$ cat src/inc/dmc_pkg.sv
package dmc_pkg;

    // Register offsets on the plain register port (byte addresses).
    localparam logic [7:0] DMC_OFF_CTRL = 8'h00;
    localparam logic [7:0] DMC_OFF_NDP  = 8'h04;
    localparam logic [7:0] DMC_OFF_SRC  = 8'h08;
    localparam logic [7:0] DMC_OFF_DST  = 8'h0C;
    localparam logic [7:0] DMC_OFF_CNT  = 8'h10;
    localparam logic [7:0] DMC_OFF_MCTL = 8'h14;
    localparam logic [7:0] DMC_OFF_STAT = 8'h18;

    // Field positions in the channel control register.
    localparam int DMC_CTRL_CHAIN   = 9;
    localparam int DMC_CTRL_RUN     = 8;
    localparam int DMC_CTRL_REDUCED = 5;
    localparam int DMC_CTRL_SIZE_LO = 2;
    localparam int DMC_CTRL_DIR     = 1;
    localparam int DMC_CTRL_SINGLE  = 0;

    // Field positions in the controller master control register.
    localparam int DMC_MCTL_RUN_EN = 0;
    localparam int DMC_MCTL_SRST   = 1;

    // Values after reset.
    localparam logic [31:0] DMC_RST_WORD = 32'h0000_0000;
    localparam logic [2:0]  DMC_RST_SIZE = 3'h0;

    // Index of the last descriptor word: reduced load and full load.
    localparam logic [2:0] DMC_LAST_REDUCED = 3'h3;
    localparam logic [2:0] DMC_LAST_FULL    = 3'h7;

    // Depth of the descriptor word buffer.
    localparam int DMC_FIFO_DEPTH = 4;

    // Engine states.
    typedef enum logic [1:0] {DMC_IDLE, DMC_WAIT, DMC_FETCH} dmc_state_t;

    // Bytes moved per bus operation for a beat size code. Large sizes in
    // dual-address mode fall back to four double words.
    function automatic logic [8:0] dmc_beat_bytes(input logic [2:0] code, input logic single);
        case (code)
            3'h0: dmc_beat_bytes = 9'h001;
            3'h1: dmc_beat_bytes = 9'h002;
            3'h2: dmc_beat_bytes = 9'h004;
            3'h3: dmc_beat_bytes = 9'h008;
            3'h4: dmc_beat_bytes = 9'h020;
            3'h5: dmc_beat_bytes = single ? 9'h040 : 9'h020;
            3'h7: dmc_beat_bytes = single ? 9'h100 : 9'h020;
            default: dmc_beat_bytes = 9'h020;
        endcase
    endfunction

endpackage

$ cat src/hdl/dmc_fifo.sv
`timescale 1ns/1ns
`default_nettype none
module dmc_fifo
    import dmc_pkg::*;
#(
    parameter int WIDTH = 32,
    parameter int DEPTH = DMC_FIFO_DEPTH
) (
    input  wire logic             clk_sys,
    input  wire logic             rst_b,
    input  wire logic             in_valid,
    input  wire logic [WIDTH-1:0] in_data,
    output logic                  in_ready,
    output logic                  out_valid,
    output logic [WIDTH-1:0]      out_data,
    input  wire logic             out_ready
);
    localparam int PW = $clog2(DEPTH);

    ////////////////////////////////////////////////////////////////////////////
    // All state of the buffer.
    typedef struct packed {
        logic [DEPTH-1:0][WIDTH-1:0] mem;   // Stored words.
        logic [PW-1:0]               wp;    // Write pointer.
        logic [PW-1:0]               rp;    // Read pointer.
        logic [PW:0]                 cnt;   // Words held.
        logic                        space; // Registered room flag.
    } dmc_fifo_st_t;

    dmc_fifo_st_t s;      // Current state.
    dmc_fifo_st_t next_s; // Next state.
    logic         push;   // A word enters.
    logic         pop;    // A word leaves.

    assign in_ready  = s.space;
    assign out_valid = (s.cnt != '0);
    assign out_data  = s.mem[s.rp];

    ////////////////////////////////////////////////////////////////////////////
    // Next state: pointers wrap at the depth, the count tracks both sides.
    always_comb begin
        next_s = s;
        push   = in_valid && s.space;
        pop    = out_ready && (s.cnt != '0);
        if (push) begin
            next_s.mem[s.wp] = in_data;
            next_s.wp = (s.wp == PW'(DEPTH - 1)) ? '0 : s.wp + 1'b1;
        end
        if (pop) begin
            next_s.rp = (s.rp == PW'(DEPTH - 1)) ? '0 : s.rp + 1'b1;
        end
        next_s.cnt   = s.cnt + (PW+1)'(push) - (PW+1)'(pop);
        next_s.space = (next_s.cnt != (PW+1)'(DEPTH));
    end

    // State register; the buffer is empty with room after reset.
    always_ff @(posedge clk_sys or negedge rst_b) begin
        if (!rst_b) begin
            s       <= '0;
            s.space <= 1'b1;
        end else begin
            s <= next_s;
        end
    end

endmodule
`default_nettype wire

$ cat src/hdl/dmc_channel.sv
// What this block does
// - Chain flag is read-only and shows chaining.
// - Run-enable off or soft reset clears chain.
// - Nonzero pointer write sets chain; zero clears.
// - Chain set loads descriptor; clear stops.
// - Running bit drives transfers; nonzero pointer write sets.
// - Normal end or error clears running bit.
// - Reduced load updates four registers, else eight.
// - Size codes 000-011 give 1,2,4,8 bytes.
// - Codes 100,101,111 give 4,8,32 double words.
// - Large sizes may move other amounts per operation.
// - Direction one memory to I/O, zero reverse.
// - Direction ignored in dual-address mode.
// - Mode bit one single, zero dual; resets zero.
`timescale 1ns/1ns
`default_nettype none
module dmc_channel
    import dmc_pkg::*;
(
    input  wire logic        clk_sys,
    input  wire logic        rst_b,
    input  wire logic [7:0]  reg_addr,
    input  wire logic [31:0] reg_wdata,
    input  wire logic        reg_wr,
    input  wire logic        reg_rd,
    output logic [31:0]      reg_rdata,
    output logic             bus_req,
    output logic [31:0]      bus_addr,
    output logic [31:0]      bus_dst_addr,
    output logic [8:0]       bus_bytes,
    output logic             bus_single,
    output logic             bus_mem_to_io,
    input  wire logic        bus_done,
    input  wire logic        bus_err,
    output logic             desc_req,
    output logic [31:0]      desc_addr,
    input  wire logic        desc_valid,
    input  wire logic [31:0] desc_data,
    output logic             desc_ready
);

    ////////////////////////////////////////////////////////////////////////////
    // All state of the channel in one record.
    typedef struct packed {
        logic             chain;     // Chained operation in progress.
        logic             run;       // Transfer running.
        logic             reduced;   // Reduced descriptor load.
        logic [2:0]       size;      // Beat size code.
        logic             dir;       // Single-address direction.
        logic             single;    // Address mode select.
        logic             run_en;    // Global run enable.
        logic             srst;      // Channel soft reset.
        logic [31:0]      ndp;       // Next descriptor pointer.
        logic [31:0]      src;       // Source pointer.
        logic [31:0]      dst;       // Destination pointer.
        logic [31:0]      cnt;       // Bytes left to move.
        logic [3:0][31:0] aux;       // Remaining descriptor registers.
        dmc_state_t       state;     // Engine state.
        logic [2:0]       word_idx;  // Descriptor word being loaded.
        logic             bus_req;   // Bus operation requested.
        logic [31:0]      bus_addr;  // Source or memory address of the beat.
        logic [31:0]      bus_dst;   // Destination address of the beat.
        logic [8:0]       bus_bytes; // Bytes in the beat.
        logic             bus_sng;   // Beat uses single-address mode.
        logic             bus_m2io;  // Beat moves memory to I/O.
        logic             desc_req;  // Descriptor fetch pulse.
        logic [31:0]      desc_addr; // Address of the descriptor.
        logic [31:0]      rdata;     // Read data for the register port.
    } dmc_st_t;

    dmc_st_t     s;          // Current state.
    dmc_st_t     next_s;     // Next state.
    logic        go;         // Channel allowed to move data.
    logic [8:0]  beat;       // Bytes for the next beat.
    logic [8:0]  sel_bytes;  // Bytes the size code selects.
    logic        take;       // A descriptor word is consumed.
    logic        fifo_valid; // Buffered descriptor word present.
    logic [31:0] fifo_data;  // Buffered descriptor word.
    logic        fifo_ready; // Loader takes the word.

    ////////////////////////////////////////////////////////////////////////////
    // Descriptor words pass a small buffer; the loader only drains it while
    // fetching, so a busy loader pushes back on the fetch side.
    dmc_fifo #(
        .WIDTH (32),
        .DEPTH (DMC_FIFO_DEPTH)
    ) u_desc_fifo (
        .clk_sys   (clk_sys),
        .rst_b     (rst_b),
        .in_valid  (desc_valid),
        .in_data   (desc_data),
        .in_ready  (desc_ready),
        .out_valid (fifo_valid),
        .out_data  (fifo_data),
        .out_ready (fifo_ready)
    );

    assign fifo_ready = (s.state == DMC_FETCH);
    assign take       = fifo_valid && fifo_ready;

    // Outputs come straight from the state record.
    assign reg_rdata     = s.rdata;
    assign bus_req       = s.bus_req;
    assign bus_addr      = s.bus_addr;
    assign bus_dst_addr  = s.bus_dst;
    assign bus_bytes     = s.bus_bytes;
    assign bus_single    = s.bus_sng;
    assign bus_mem_to_io = s.bus_m2io;
    assign desc_req      = s.desc_req;
    assign desc_addr     = s.desc_addr;

    ////////////////////////////////////////////////////////////////////////////
    // Next state: engine first, then software writes so that a set from
    // software is never lost to a clear from the engine in the same cycle.
    always_comb begin
        next_s          = s;
        next_s.desc_req = 1'b0;
        go              = s.run && s.run_en && !s.srst;
        sel_bytes       = dmc_beat_bytes(s.size, s.single);
        // Large sets are clipped to what is left of the count.
        beat = (s.cnt < {23'h00_0000, sel_bytes}) ? s.cnt[8:0] : sel_bytes;

        // Register read: data stand in the next cycle only.
        next_s.rdata = DMC_RST_WORD;
        if (reg_rd) begin
            case (reg_addr)
                DMC_OFF_CTRL: begin
                    // Bits seven, six and everything above nine read zero.
                    next_s.rdata[DMC_CTRL_CHAIN]   = s.chain;
                    next_s.rdata[DMC_CTRL_RUN]     = s.run;
                    next_s.rdata[DMC_CTRL_REDUCED] = s.reduced;
                    next_s.rdata[DMC_CTRL_SIZE_LO +: 3] = s.size;
                    next_s.rdata[DMC_CTRL_DIR]     = s.dir;
                    next_s.rdata[DMC_CTRL_SINGLE]  = s.single;
                end
                DMC_OFF_NDP:  next_s.rdata = s.ndp;
                DMC_OFF_SRC:  next_s.rdata = s.src;
                DMC_OFF_DST:  next_s.rdata = s.dst;
                DMC_OFF_CNT:  next_s.rdata = s.cnt;
                DMC_OFF_MCTL: begin
                    next_s.rdata[DMC_MCTL_RUN_EN] = s.run_en;
                    next_s.rdata[DMC_MCTL_SRST]   = s.srst;
                end
                DMC_OFF_STAT: begin
                    // Engine status: beat pending, fetching, word buffered.
                    next_s.rdata[0] = s.bus_req;
                    next_s.rdata[1] = (s.state == DMC_FETCH);
                    next_s.rdata[2] = fifo_valid;
                end
                default: next_s.rdata = DMC_RST_WORD;
            endcase
        end

        // Transfer engine.
        case (s.state)
            DMC_IDLE: begin
                if (go && (s.cnt != DMC_RST_WORD)) begin
                    // Issue one beat as the channel registers say.
                    next_s.bus_req   = 1'b1;
                    next_s.bus_bytes = beat;
                    next_s.bus_sng   = s.single;
                    // In single mode the direction picks the memory side.
                    next_s.bus_addr  = (s.single && !s.dir) ? s.dst : s.src;
                    next_s.bus_dst   = s.dst;
                    // Dual mode ignores the direction bit.
                    next_s.bus_m2io  = s.single && s.dir;
                    next_s.state     = DMC_WAIT;
                end else if (go) begin
                    // Count exhausted: chain on or stop.
                    if (s.chain) begin
                        next_s.desc_req  = 1'b1;
                        next_s.desc_addr = s.ndp;
                        next_s.word_idx  = 3'h0;
                        next_s.state     = DMC_FETCH;
                    end else begin
                        next_s.run = 1'b0;
                    end
                end
            end
            DMC_WAIT: begin
                if (bus_err) begin
                    // An error stops the channel at once.
                    next_s.bus_req = 1'b0;
                    next_s.run     = 1'b0;
                    next_s.state   = DMC_IDLE;
                end else if (bus_done) begin
                    next_s.bus_req = 1'b0;
                    next_s.cnt     = s.cnt - {23'h00_0000, s.bus_bytes};
                    // Only the memory side advances in single mode.
                    if (!s.bus_sng || s.bus_m2io) begin
                        next_s.src = s.src + {23'h00_0000, s.bus_bytes};
                    end
                    if (!s.bus_sng || !s.bus_m2io) begin
                        next_s.dst = s.dst + {23'h00_0000, s.bus_bytes};
                    end
                    next_s.state = DMC_IDLE;
                end
            end
            DMC_FETCH: begin
                if (take) begin
                    case (s.word_idx)
                        3'h0: begin
                            // The descriptor rewrites the pointer and the chain flag.
                            next_s.ndp   = fifo_data;
                            next_s.chain = (fifo_data != DMC_RST_WORD);
                        end
                        3'h1: next_s.src = fifo_data;
                        3'h2: next_s.dst = fifo_data;
                        3'h3: next_s.cnt = fifo_data;
                        default: next_s.aux[s.word_idx[1:0]] = fifo_data;
                    endcase
                    // Reduced load stops after four words.
                    if (s.word_idx == (s.reduced ? DMC_LAST_REDUCED : DMC_LAST_FULL)) begin
                        next_s.word_idx = 3'h0;
                        next_s.state    = DMC_IDLE;
                    end else begin
                        next_s.word_idx = s.word_idx + 3'h1;
                    end
                end
            end
            default: next_s.state = DMC_IDLE;
        endcase

        // Software writes.
        if (reg_wr) begin
            case (reg_addr)
                DMC_OFF_CTRL: begin
                    // The chain flag and reserved bits ignore writes.
                    next_s.run     = reg_wdata[DMC_CTRL_RUN];
                    next_s.reduced = reg_wdata[DMC_CTRL_REDUCED];
                    next_s.size    = reg_wdata[DMC_CTRL_SIZE_LO +: 3];
                    next_s.dir     = reg_wdata[DMC_CTRL_DIR];
                    next_s.single  = reg_wdata[DMC_CTRL_SINGLE];
                end
                DMC_OFF_NDP: begin
                    next_s.ndp = reg_wdata;
                    if (reg_wdata != DMC_RST_WORD) begin
                        next_s.chain = 1'b1;
                        next_s.run   = 1'b1;
                    end else begin
                        next_s.chain = 1'b0;
                    end
                end
                DMC_OFF_SRC: next_s.src = reg_wdata;
                DMC_OFF_DST: next_s.dst = reg_wdata;
                DMC_OFF_CNT: next_s.cnt = reg_wdata;
                DMC_OFF_MCTL: begin
                    next_s.run_en = reg_wdata[DMC_MCTL_RUN_EN];
                    next_s.srst   = reg_wdata[DMC_MCTL_SRST];
                end
                default: next_s.srst = next_s.srst;
            endcase
        end

        // Global disable or soft reset drop the chain flag.
        if (!next_s.run_en || next_s.srst) begin
            next_s.chain = 1'b0;
        end
        // Soft reset also abandons any beat or fetch.
        if (next_s.srst) begin
            next_s.run      = 1'b0;
            next_s.bus_req  = 1'b0;
            next_s.word_idx = 3'h0;
            next_s.state    = DMC_IDLE;
        end
    end

    // State register; control state is cleared by reset.
    always_ff @(posedge clk_sys or negedge rst_b) begin
        if (!rst_b) begin
            s       <= '0;
            s.size  <= DMC_RST_SIZE;
            s.state <= DMC_IDLE;
        end else begin
            s <= next_s;
        end
    end
endmodule
`default_nettype wire

$ cat config.mk
export PLATFORM = sky130hd
export DESIGN_NAME = dmc_channel
export DESIGN_NICKNAME = d
export VERILOG_FILES = /design/src/inc/dmc_pkg.sv /design/src/hdl/dmc_fifo.sv /design/src/hdl/dmc_channel.sv
export SDC_FILE = /design/constraint.sdc
export NUM_CORES = 1
export LEC_CHECK = 0
export BUFFER_PORTS_ARGS = -buffer_cell sky130_fd_sc_hd__buf_2
export CORE_MARGIN = 5
export CORE_UTILIZATION = 45
export DETAILED_ROUTE_END_ITERATION = 10
export PLACE_DENSITY_LB_ADDON = 0.3
export SLEW_MARGIN = 15
export SYNTH_ARGS = -nofsm -noshare
export SYNTH_HDL_FRONTEND = slang
export SYNTH_SLANG_ARGS = --single-unit
$ cat constraint.sdc
create_clock -name clk_sys -period 7.6 [get_ports clk_sys]
set_clock_uncertainty 0.1 [all_clocks]
set_input_delay 0.76 -clock clk_sys [delete_from_list [all_inputs] [get_ports clk_sys]]
set_output_delay 0.76 -clock clk_sys [all_outputs]
set_load 0.1 [all_outputs]
* Yosys cells after proc, flatten, opt, wreduce, memory -nomap -nowiden
Cells that the tools add are included.
Storage, ports and cells: register bits 548, bits of input ports 79, output and inout bits 142, logic and storage cells 191
Cells by class: add/subtract/negate cells 8, order comparisons 6, eq/ne operators 29, multiplexer cells 76, bitwise gates (word level) 2, reductions and logical operators 35
Operator list (count):
- 32-bit two-way mux | 16
- 261-bit two-way mux | 1
- 128-bit bitwise mux | 2
- 96-bit two-way mux | 2
- 96-bit case mux with 2 select lines | 1
- 138-bit two-way mux | 1
- 33-bit two-way mux | 4
- 32-bit demux with 2-bit select | 2
- 128-bit two-way mux | 1
- 32-bit nonzero test | 3
- 22-bit case mux with 4 select lines | 1
- 76-bit two-way mux | 1
- 32-bit by 9-bit adder with 32-bit output | 2
- 32-bit binary-select mux with 2-bit select | 1
- 9-bit case mux with 6 select lines | 1
- 32-bit by 9-bit < comparator with 1-bit output | 1
- 32-bit by 9-bit subtractor with 32-bit output | 1
- 8-bit by 5-bit equality test with 1-bit output (second input constant) | 3
- 3-bit inequality test (second input constant) | 7
- 9-bit two-way mux | 2
- 8-bit by 4-bit equality test with 1-bit output (second input constant) | 2
- 1-bit two-way mux | 16
- 3-bit case mux with 5 select lines | 1
- 2-bit case mux with 7 select lines | 1
- 38 further kinds | 83

* Logic depth before layout (Yosys ltp)
depth in word-level cells 13, mapped depth 11, gate-level depth less buffers 11

* By module
Synthesis repeated with hierarchy kept, for this count alone.
Second synthesis, totals: cell total of the unflattened synthesis 2440, area, all modules 24156.9 µm²
By module, submodules not included:
- dmc_channel | times used 1, cells each 2095, area an instance 18218.7 µm², sequential area each 7106.8 µm²
- dmc_fifo | times used 1, cells each 345, area an instance 5938.2 µm², sequential area each 3404.5 µm²

* Worst setup path before layout
Ideal clock, no wire load.
path type flip-flop to flip-flop, start point register s (netlist bit bus_bytes[0]), end point register s[368] (netlist bit), library setup time 0.141 ns, arrival 2.726 ns, slack 4.633 ns, cell stages (with the launch flop) 10, path through dfrtp_1 ha_1 inv_1 fa_1 nand2b_1 a21oi_1 o211ai_1 a2111oi_1 mux2i_1 a31oi_1
RTL lines:
- start: declaration | line dmc_channel.sv:71 | dmc_st_t s;
- start signal: assignment | line dmc_channel.sv:275 | s <= next_s;

==> summary by stage <==
Logic synthesis
The number of enable-type register cells in the synthesized netlist is 0. In this run, distinct cell masters in the synthesized netlist total 81. Summing the sequential cell areas from Yosys gives 41.96% of the chip area. The post-synthesis instance area is 0.02505 mm^2. In the synthesized netlist the dominant register cell turns out to be sky130_fd_sc_hd__dfrtp_1. The cell count after synthesis came out at 2506. Counting flops with an async set or reset pin after synthesis yields a share of 100.0%.

The number of nets produced by synthesis is 2638. The average cell area after synthesis is 9.996 um^2. The number of synthesis warnings is 0. The synthesis-stage register bit count is 420.

Pwr
In this run, the combinational gates consume 28.3% of the power. For this design the static power due to leakage is 12.32 nW. The internal power of the cells totals 4.750 mW. Of the total power, the share spent switching nets is 36.36%. The total net switching power is 2.714 mW.

The share of total power dissipated in the clock network is 32.5%. The power density over the cells is 273.1 mW/mm^2. The maximum VDD drop is 0.2084 mV. The portion of total power attributed to sequential cells is 39.2%.

Setup path
The destination of the worst register-to-register timing path is s[411]$_DFF_PN0_. The critical path class is flop to flop. The type of origin of the critical path is a flop.

The depth of the worst register-to-register path is 10. The worst setup path is captured at a flop. The startpoint identified for the worst register-to-register timing path is s[144]$_DFFE_PN0P_.

The maximum fanout along the worst path is 66. The reg-to-reg setup timing slack is 3.20 ns. The launch point of the worst path is s[144]$_DFFE_PN0P_.

The data required time of the critical path is 7.97 ns. The data arrival time of the critical path is 4.76 ns.

Clock network
Clock tree synthesis found a total of 420 sinks. After clock tree synthesis, the repair step resized 0 gates. At the later pin of the worst-skew pair, clock insertion delay measures 0.59 ns. TritonCTS built the clock tree.

The hold buffer count at CTS is 0. In this run, CTS created clock tree buffers numbering 48. The root buffer selected by CTS is sky130_fd_sc_hd__clkbuf_16. The clock tree buffer depth is 3. The number of buffers inserted to repair setup after CTS is 0. The H-tree was split into 2 levels. After clock tree synthesis, the clock-pin slew on the worst setup and hold paths is 0.06 ns.

Timing
Setup repair after global routing left no endpoint under its margin. Of the available clock period, the critical path in the final layout requires 57.86%. Based on the critical path, the design can be clocked at up to 0.2274 GHz. The number of pins exceeding their max-slew limit in the final report was 0. The number of failing setup endpoints in the final timing report is 0. The normalized max-slew margin is 19.72%. The number of hold violations in the final report is 0. The summed negative setup slack over all endpoints is 0 ns. The transition time at the pin with the least slew margin is 1.204 ns. The routed design could run at a clock period as short as 4.397 ns.

Placement
Summed over all nets, the half-perimeter wirelength after detailed placement is 62.59 mm. In this run the tool buffered the top-level ports with 220 buffer cells. The instance area at placement is 0.02567 mm^2. The congestion estimate from routability-driven global placement came to 1.005.

Global routing
The number of antenna violations at the first check in global routing is 9. After global routing the overflow that remains totals 0. The first global-routing pass estimated 134.2 mm of wire.

The maximum number of pins on one net before global-route repair is 149. In the global route stage, overall resource usage came out at 28.76%. The number of global-route vias before repair was 20760.

Min path
The path class of the tightest hold or removal check is primary input to async pin.

Die
The core region is 0.05509 mm^2. Once the floorplan was initialized, standard cells occupied 45.47% of the core. The I/O pin count is 221.

The width of the die is 245.9 um. The floorplan die height is 245.9 um. The floorplan has 86 rows. The die area is 0.06048 mm^2.

Finish
The number of nets at the end of the flow is 2620. The summed area of non-filler cells in the final layout is 0.02733 mm^2. The area growth from synthesis to layout is 9.101%. The ratio of cells with drive above 1 in the final layout is 24.93%.

Detailed routing
The first-pass iteration count of the detailed router is 8. Detailed routing inserted a total of 21052 vias. The per-cell via count in the routed design is 6.430. The post-route DRC violation count is 0. After detailed routing, the total wire length is 89.20 mm. The final antenna-violating net count is 0.

After detailed routing, the average wire length per cell comes to 27.24 um. The violation count after the first detailed-route iteration is 2438.

Flow run
The max capacitance violation total is 0.

Status
The flow ran to the end, and the final reports show no timing, DRC or antenna violations.
## cells in the mapped netlist (7+ instances only)
cell type / instances / area (um^2)
sky130_fd_sc_hd__a2111oi_0: 8 / 70.07
sky130_fd_sc_hd__a211oi_1: 13 / 97.59
sky130_fd_sc_hd__a21o_1: 10 / 75.07
sky130_fd_sc_hd__a21oi_1: 176 / 880.8
sky130_fd_sc_hd__a221oi_1: 60 / 525.5
sky130_fd_sc_hd__a222oi_1: 9 / 90.09
sky130_fd_sc_hd__a22o_1: 39 / 341.6
sky130_fd_sc_hd__a22oi_1: 37 / 277.8
sky130_fd_sc_hd__a31oi_1: 35 / 219.0
sky130_fd_sc_hd__and2_1: 15 / 93.84
sky130_fd_sc_hd__and3_1: 19 / 118.9
sky130_fd_sc_hd__buf_1: 25 / 93.84
sky130_fd_sc_hd__buf_2: 10 / 50.05
sky130_fd_sc_hd__buf_4: 137 / 1028
sky130_fd_sc_hd__clkbuf_1: 150 / 563.0
sky130_fd_sc_hd__dfrtp_1: 419 / 10490
sky130_fd_sc_hd__ha_1: 49 / 613.1
sky130_fd_sc_hd__inv_1: 46 / 172.7
sky130_fd_sc_hd__mux2_2: 218 / 2455
sky130_fd_sc_hd__mux2i_1: 123 / 1231
sky130_fd_sc_hd__mux4_2: 32 / 720.7
sky130_fd_sc_hd__nand2_1: 115 / 431.7
sky130_fd_sc_hd__nand2b_1: 13 / 81.33
sky130_fd_sc_hd__nand3_1: 40 / 200.2
sky130_fd_sc_hd__nand3b_1: 8 / 60.06
sky130_fd_sc_hd__nand4_1: 31 / 193.9
sky130_fd_sc_hd__nor2_1: 258 / 968.4
sky130_fd_sc_hd__nor2b_1: 7 / 43.79
sky130_fd_sc_hd__nor3_1: 42 / 210.2
sky130_fd_sc_hd__nor4_1: 30 / 187.7
sky130_fd_sc_hd__o211ai_1: 21 / 157.7
sky130_fd_sc_hd__o21a_1: 12 / 90.09
sky130_fd_sc_hd__o21ai_0: 98 / 490.5
sky130_fd_sc_hd__o221ai_1: 7 / 61.31
sky130_fd_sc_hd__o22ai_1: 11 / 68.82
sky130_fd_sc_hd__or3_1: 29 / 181.4
sky130_fd_sc_hd__or4_1: 15 / 112.6
sky130_fd_sc_hd__xnor2_1: 13 / 113.9
sky130_fd_sc_hd__xor2_1: 8 / 70.07
## power groups by stage
stage / Sequential [mW] / Clock (mW) / Combinational, mW
finish: 2.92 / 2.43 / 2.11
global route: 2.96 / 2.56 / 2.23
CTS: 2.91 / 2.47 / 2.09
detailed placement: 2.95 / 0 / 2.08
global placement: 2.92 / 0 / 2.03
floorplan: 2.80 / 0 / 1.69
## per-layer routing
metal | global-route usage, % | share of wire (%)
met1 | 41.02 | 42
met2 | 42.89 | 43
met3 | 7.272 | 10
met4 | 9.895 | 4.0
met5 | 0 | 0.096
## sequential cells by signal, indices dropped and copies added, names as in the netlist, 9 cells and up
name           flops
s                143
u_desc_fifo.s    135
bus_addr          32
bus_dst_addr      32
desc_addr         32
reg_rdata         32
bus_bytes          9
## logic make-up after synthesis
family | synth area share, %
compound gates | 16.37
flops | 41.96
simple gates | 12.78
mux | 17.59
buf+inv | 7.797
fa+ha+maj | 2.767
xor+xnor | 0.7343
## worst max-delay path by stage
stage | to | slack (ns) | depth (start not counted)
after floorplan | s[368]$_DFF_PN0_ | 4.63 | 9
after global placement | s[411]$_DFF_PN0_ | 3.32 | 10
after detailed placement | s[411]$_DFF_PN0_ | 3.30 | 10
after CTS | s[411]$_DFF_PN0_ | 3.28 | 10
after global routing | s[411]$_DFF_PN0_ | 2.97 | 10
final | s[411]$_DFF_PN0_ | 3.20 | 10
## cell usage in the layout, fill, tap and decap left out, types with 12 or more instances in the layout
master / count
sky130_fd_sc_hd__and2_1: 15
sky130_fd_sc_hd__inv_1: 46
sky130_fd_sc_hd__clkbuf_16: 49
sky130_fd_sc_hd__nand4_1: 31
sky130_fd_sc_hd__mux2i_1: 123
sky130_fd_sc_hd__nand2_1: 111
sky130_fd_sc_hd__nor3_1: 40
sky130_fd_sc_hd__buf_4: 36
sky130_fd_sc_hd__a221oi_1: 60
sky130_fd_sc_hd__ha_1: 47
sky130_fd_sc_hd__a21oi_1: 176
sky130_fd_sc_hd__nand3_1: 40
sky130_fd_sc_hd__nor2_1: 257
sky130_fd_sc_hd__or4_1: 15
sky130_fd_sc_hd__mux2_2: 218
sky130_fd_sc_hd__nor4_1: 30
sky130_fd_sc_hd__a22o_1: 39
sky130_fd_sc_hd__and3_1: 17
sky130_fd_sc_hd__a31oi_1: 35
sky130_fd_sc_hd__mux4_2: 32
sky130_fd_sc_hd__o211ai_1: 21
sky130_fd_sc_hd__a211oi_1: 13
sky130_fd_sc_hd__o21ai_0: 98
sky130_fd_sc_hd__o21a_1: 12
sky130_fd_sc_hd__buf_2: 219
sky130_fd_sc_hd__a22oi_1: 37
sky130_fd_sc_hd__or3_1: 28
sky130_fd_sc_hd__nand2b_1: 12
sky130_fd_sc_hd__xnor2_1: 13
sky130_fd_sc_hd__dfrtp_1: 418
## metrics by stage
step | utilization (%) | std cells | setup slack (ns) | power (mW) | hold WS [ns]
2_1_floorplan | - | 2506 | 4.633 | 4.483 | 0.3644
3_3_place_gp | 46.60 | 3186 | 3.324 | 4.951 | 0.3809
3_5_place_dp | 46.60 | 3186 | 3.301 | 5.031 | 0.3885
4_1_cts | 49.59 | 3271 | 3.281 | 7.471 | 0.2064
5_1_grt | 49.59 | 3271 | 2.967 | 7.750 | 0.2557
6_report | 49.60 | 3274 | 3.203 | 7.464 | 0.1564
## final cells by class
cell class                      instances  area [um^2]
Timing Repair Buffer                  257         1401
Inverter                               49        183.9
Sequential cell                       420        10510
Multi-Input combinational cell       1712        12640
Fill cell                            5102        27760
Tap cell                              748        935.9
Clock buffer                           66         1400
Antenna cell                            3        7.507
Clock inverter                         19        246.5
## worst max-delay path, cell delays in order, from the launching register on
cell and delay, ns:
sky130_fd_sc_hd__dfrtp_1 0.41, sky130_fd_sc_hd__inv_1 0.11, sky130_fd_sc_hd__ha_2 0.17, sky130_fd_sc_hd__buf_4 0.68, sky130_fd_sc_hd__clkinv_1 0.15, sky130_fd_sc_hd__buf_4 0.35, sky130_fd_sc_hd__nor2_1 0.39, sky130_fd_sc_hd__and3_2 0.93
sky130_fd_sc_hd__or4b_2 0.64, sky130_fd_sc_hd__nor4_1 0.23, sky130_fd_sc_hd__nor2_1 0.07
Power figures use the tool's default switching activity.
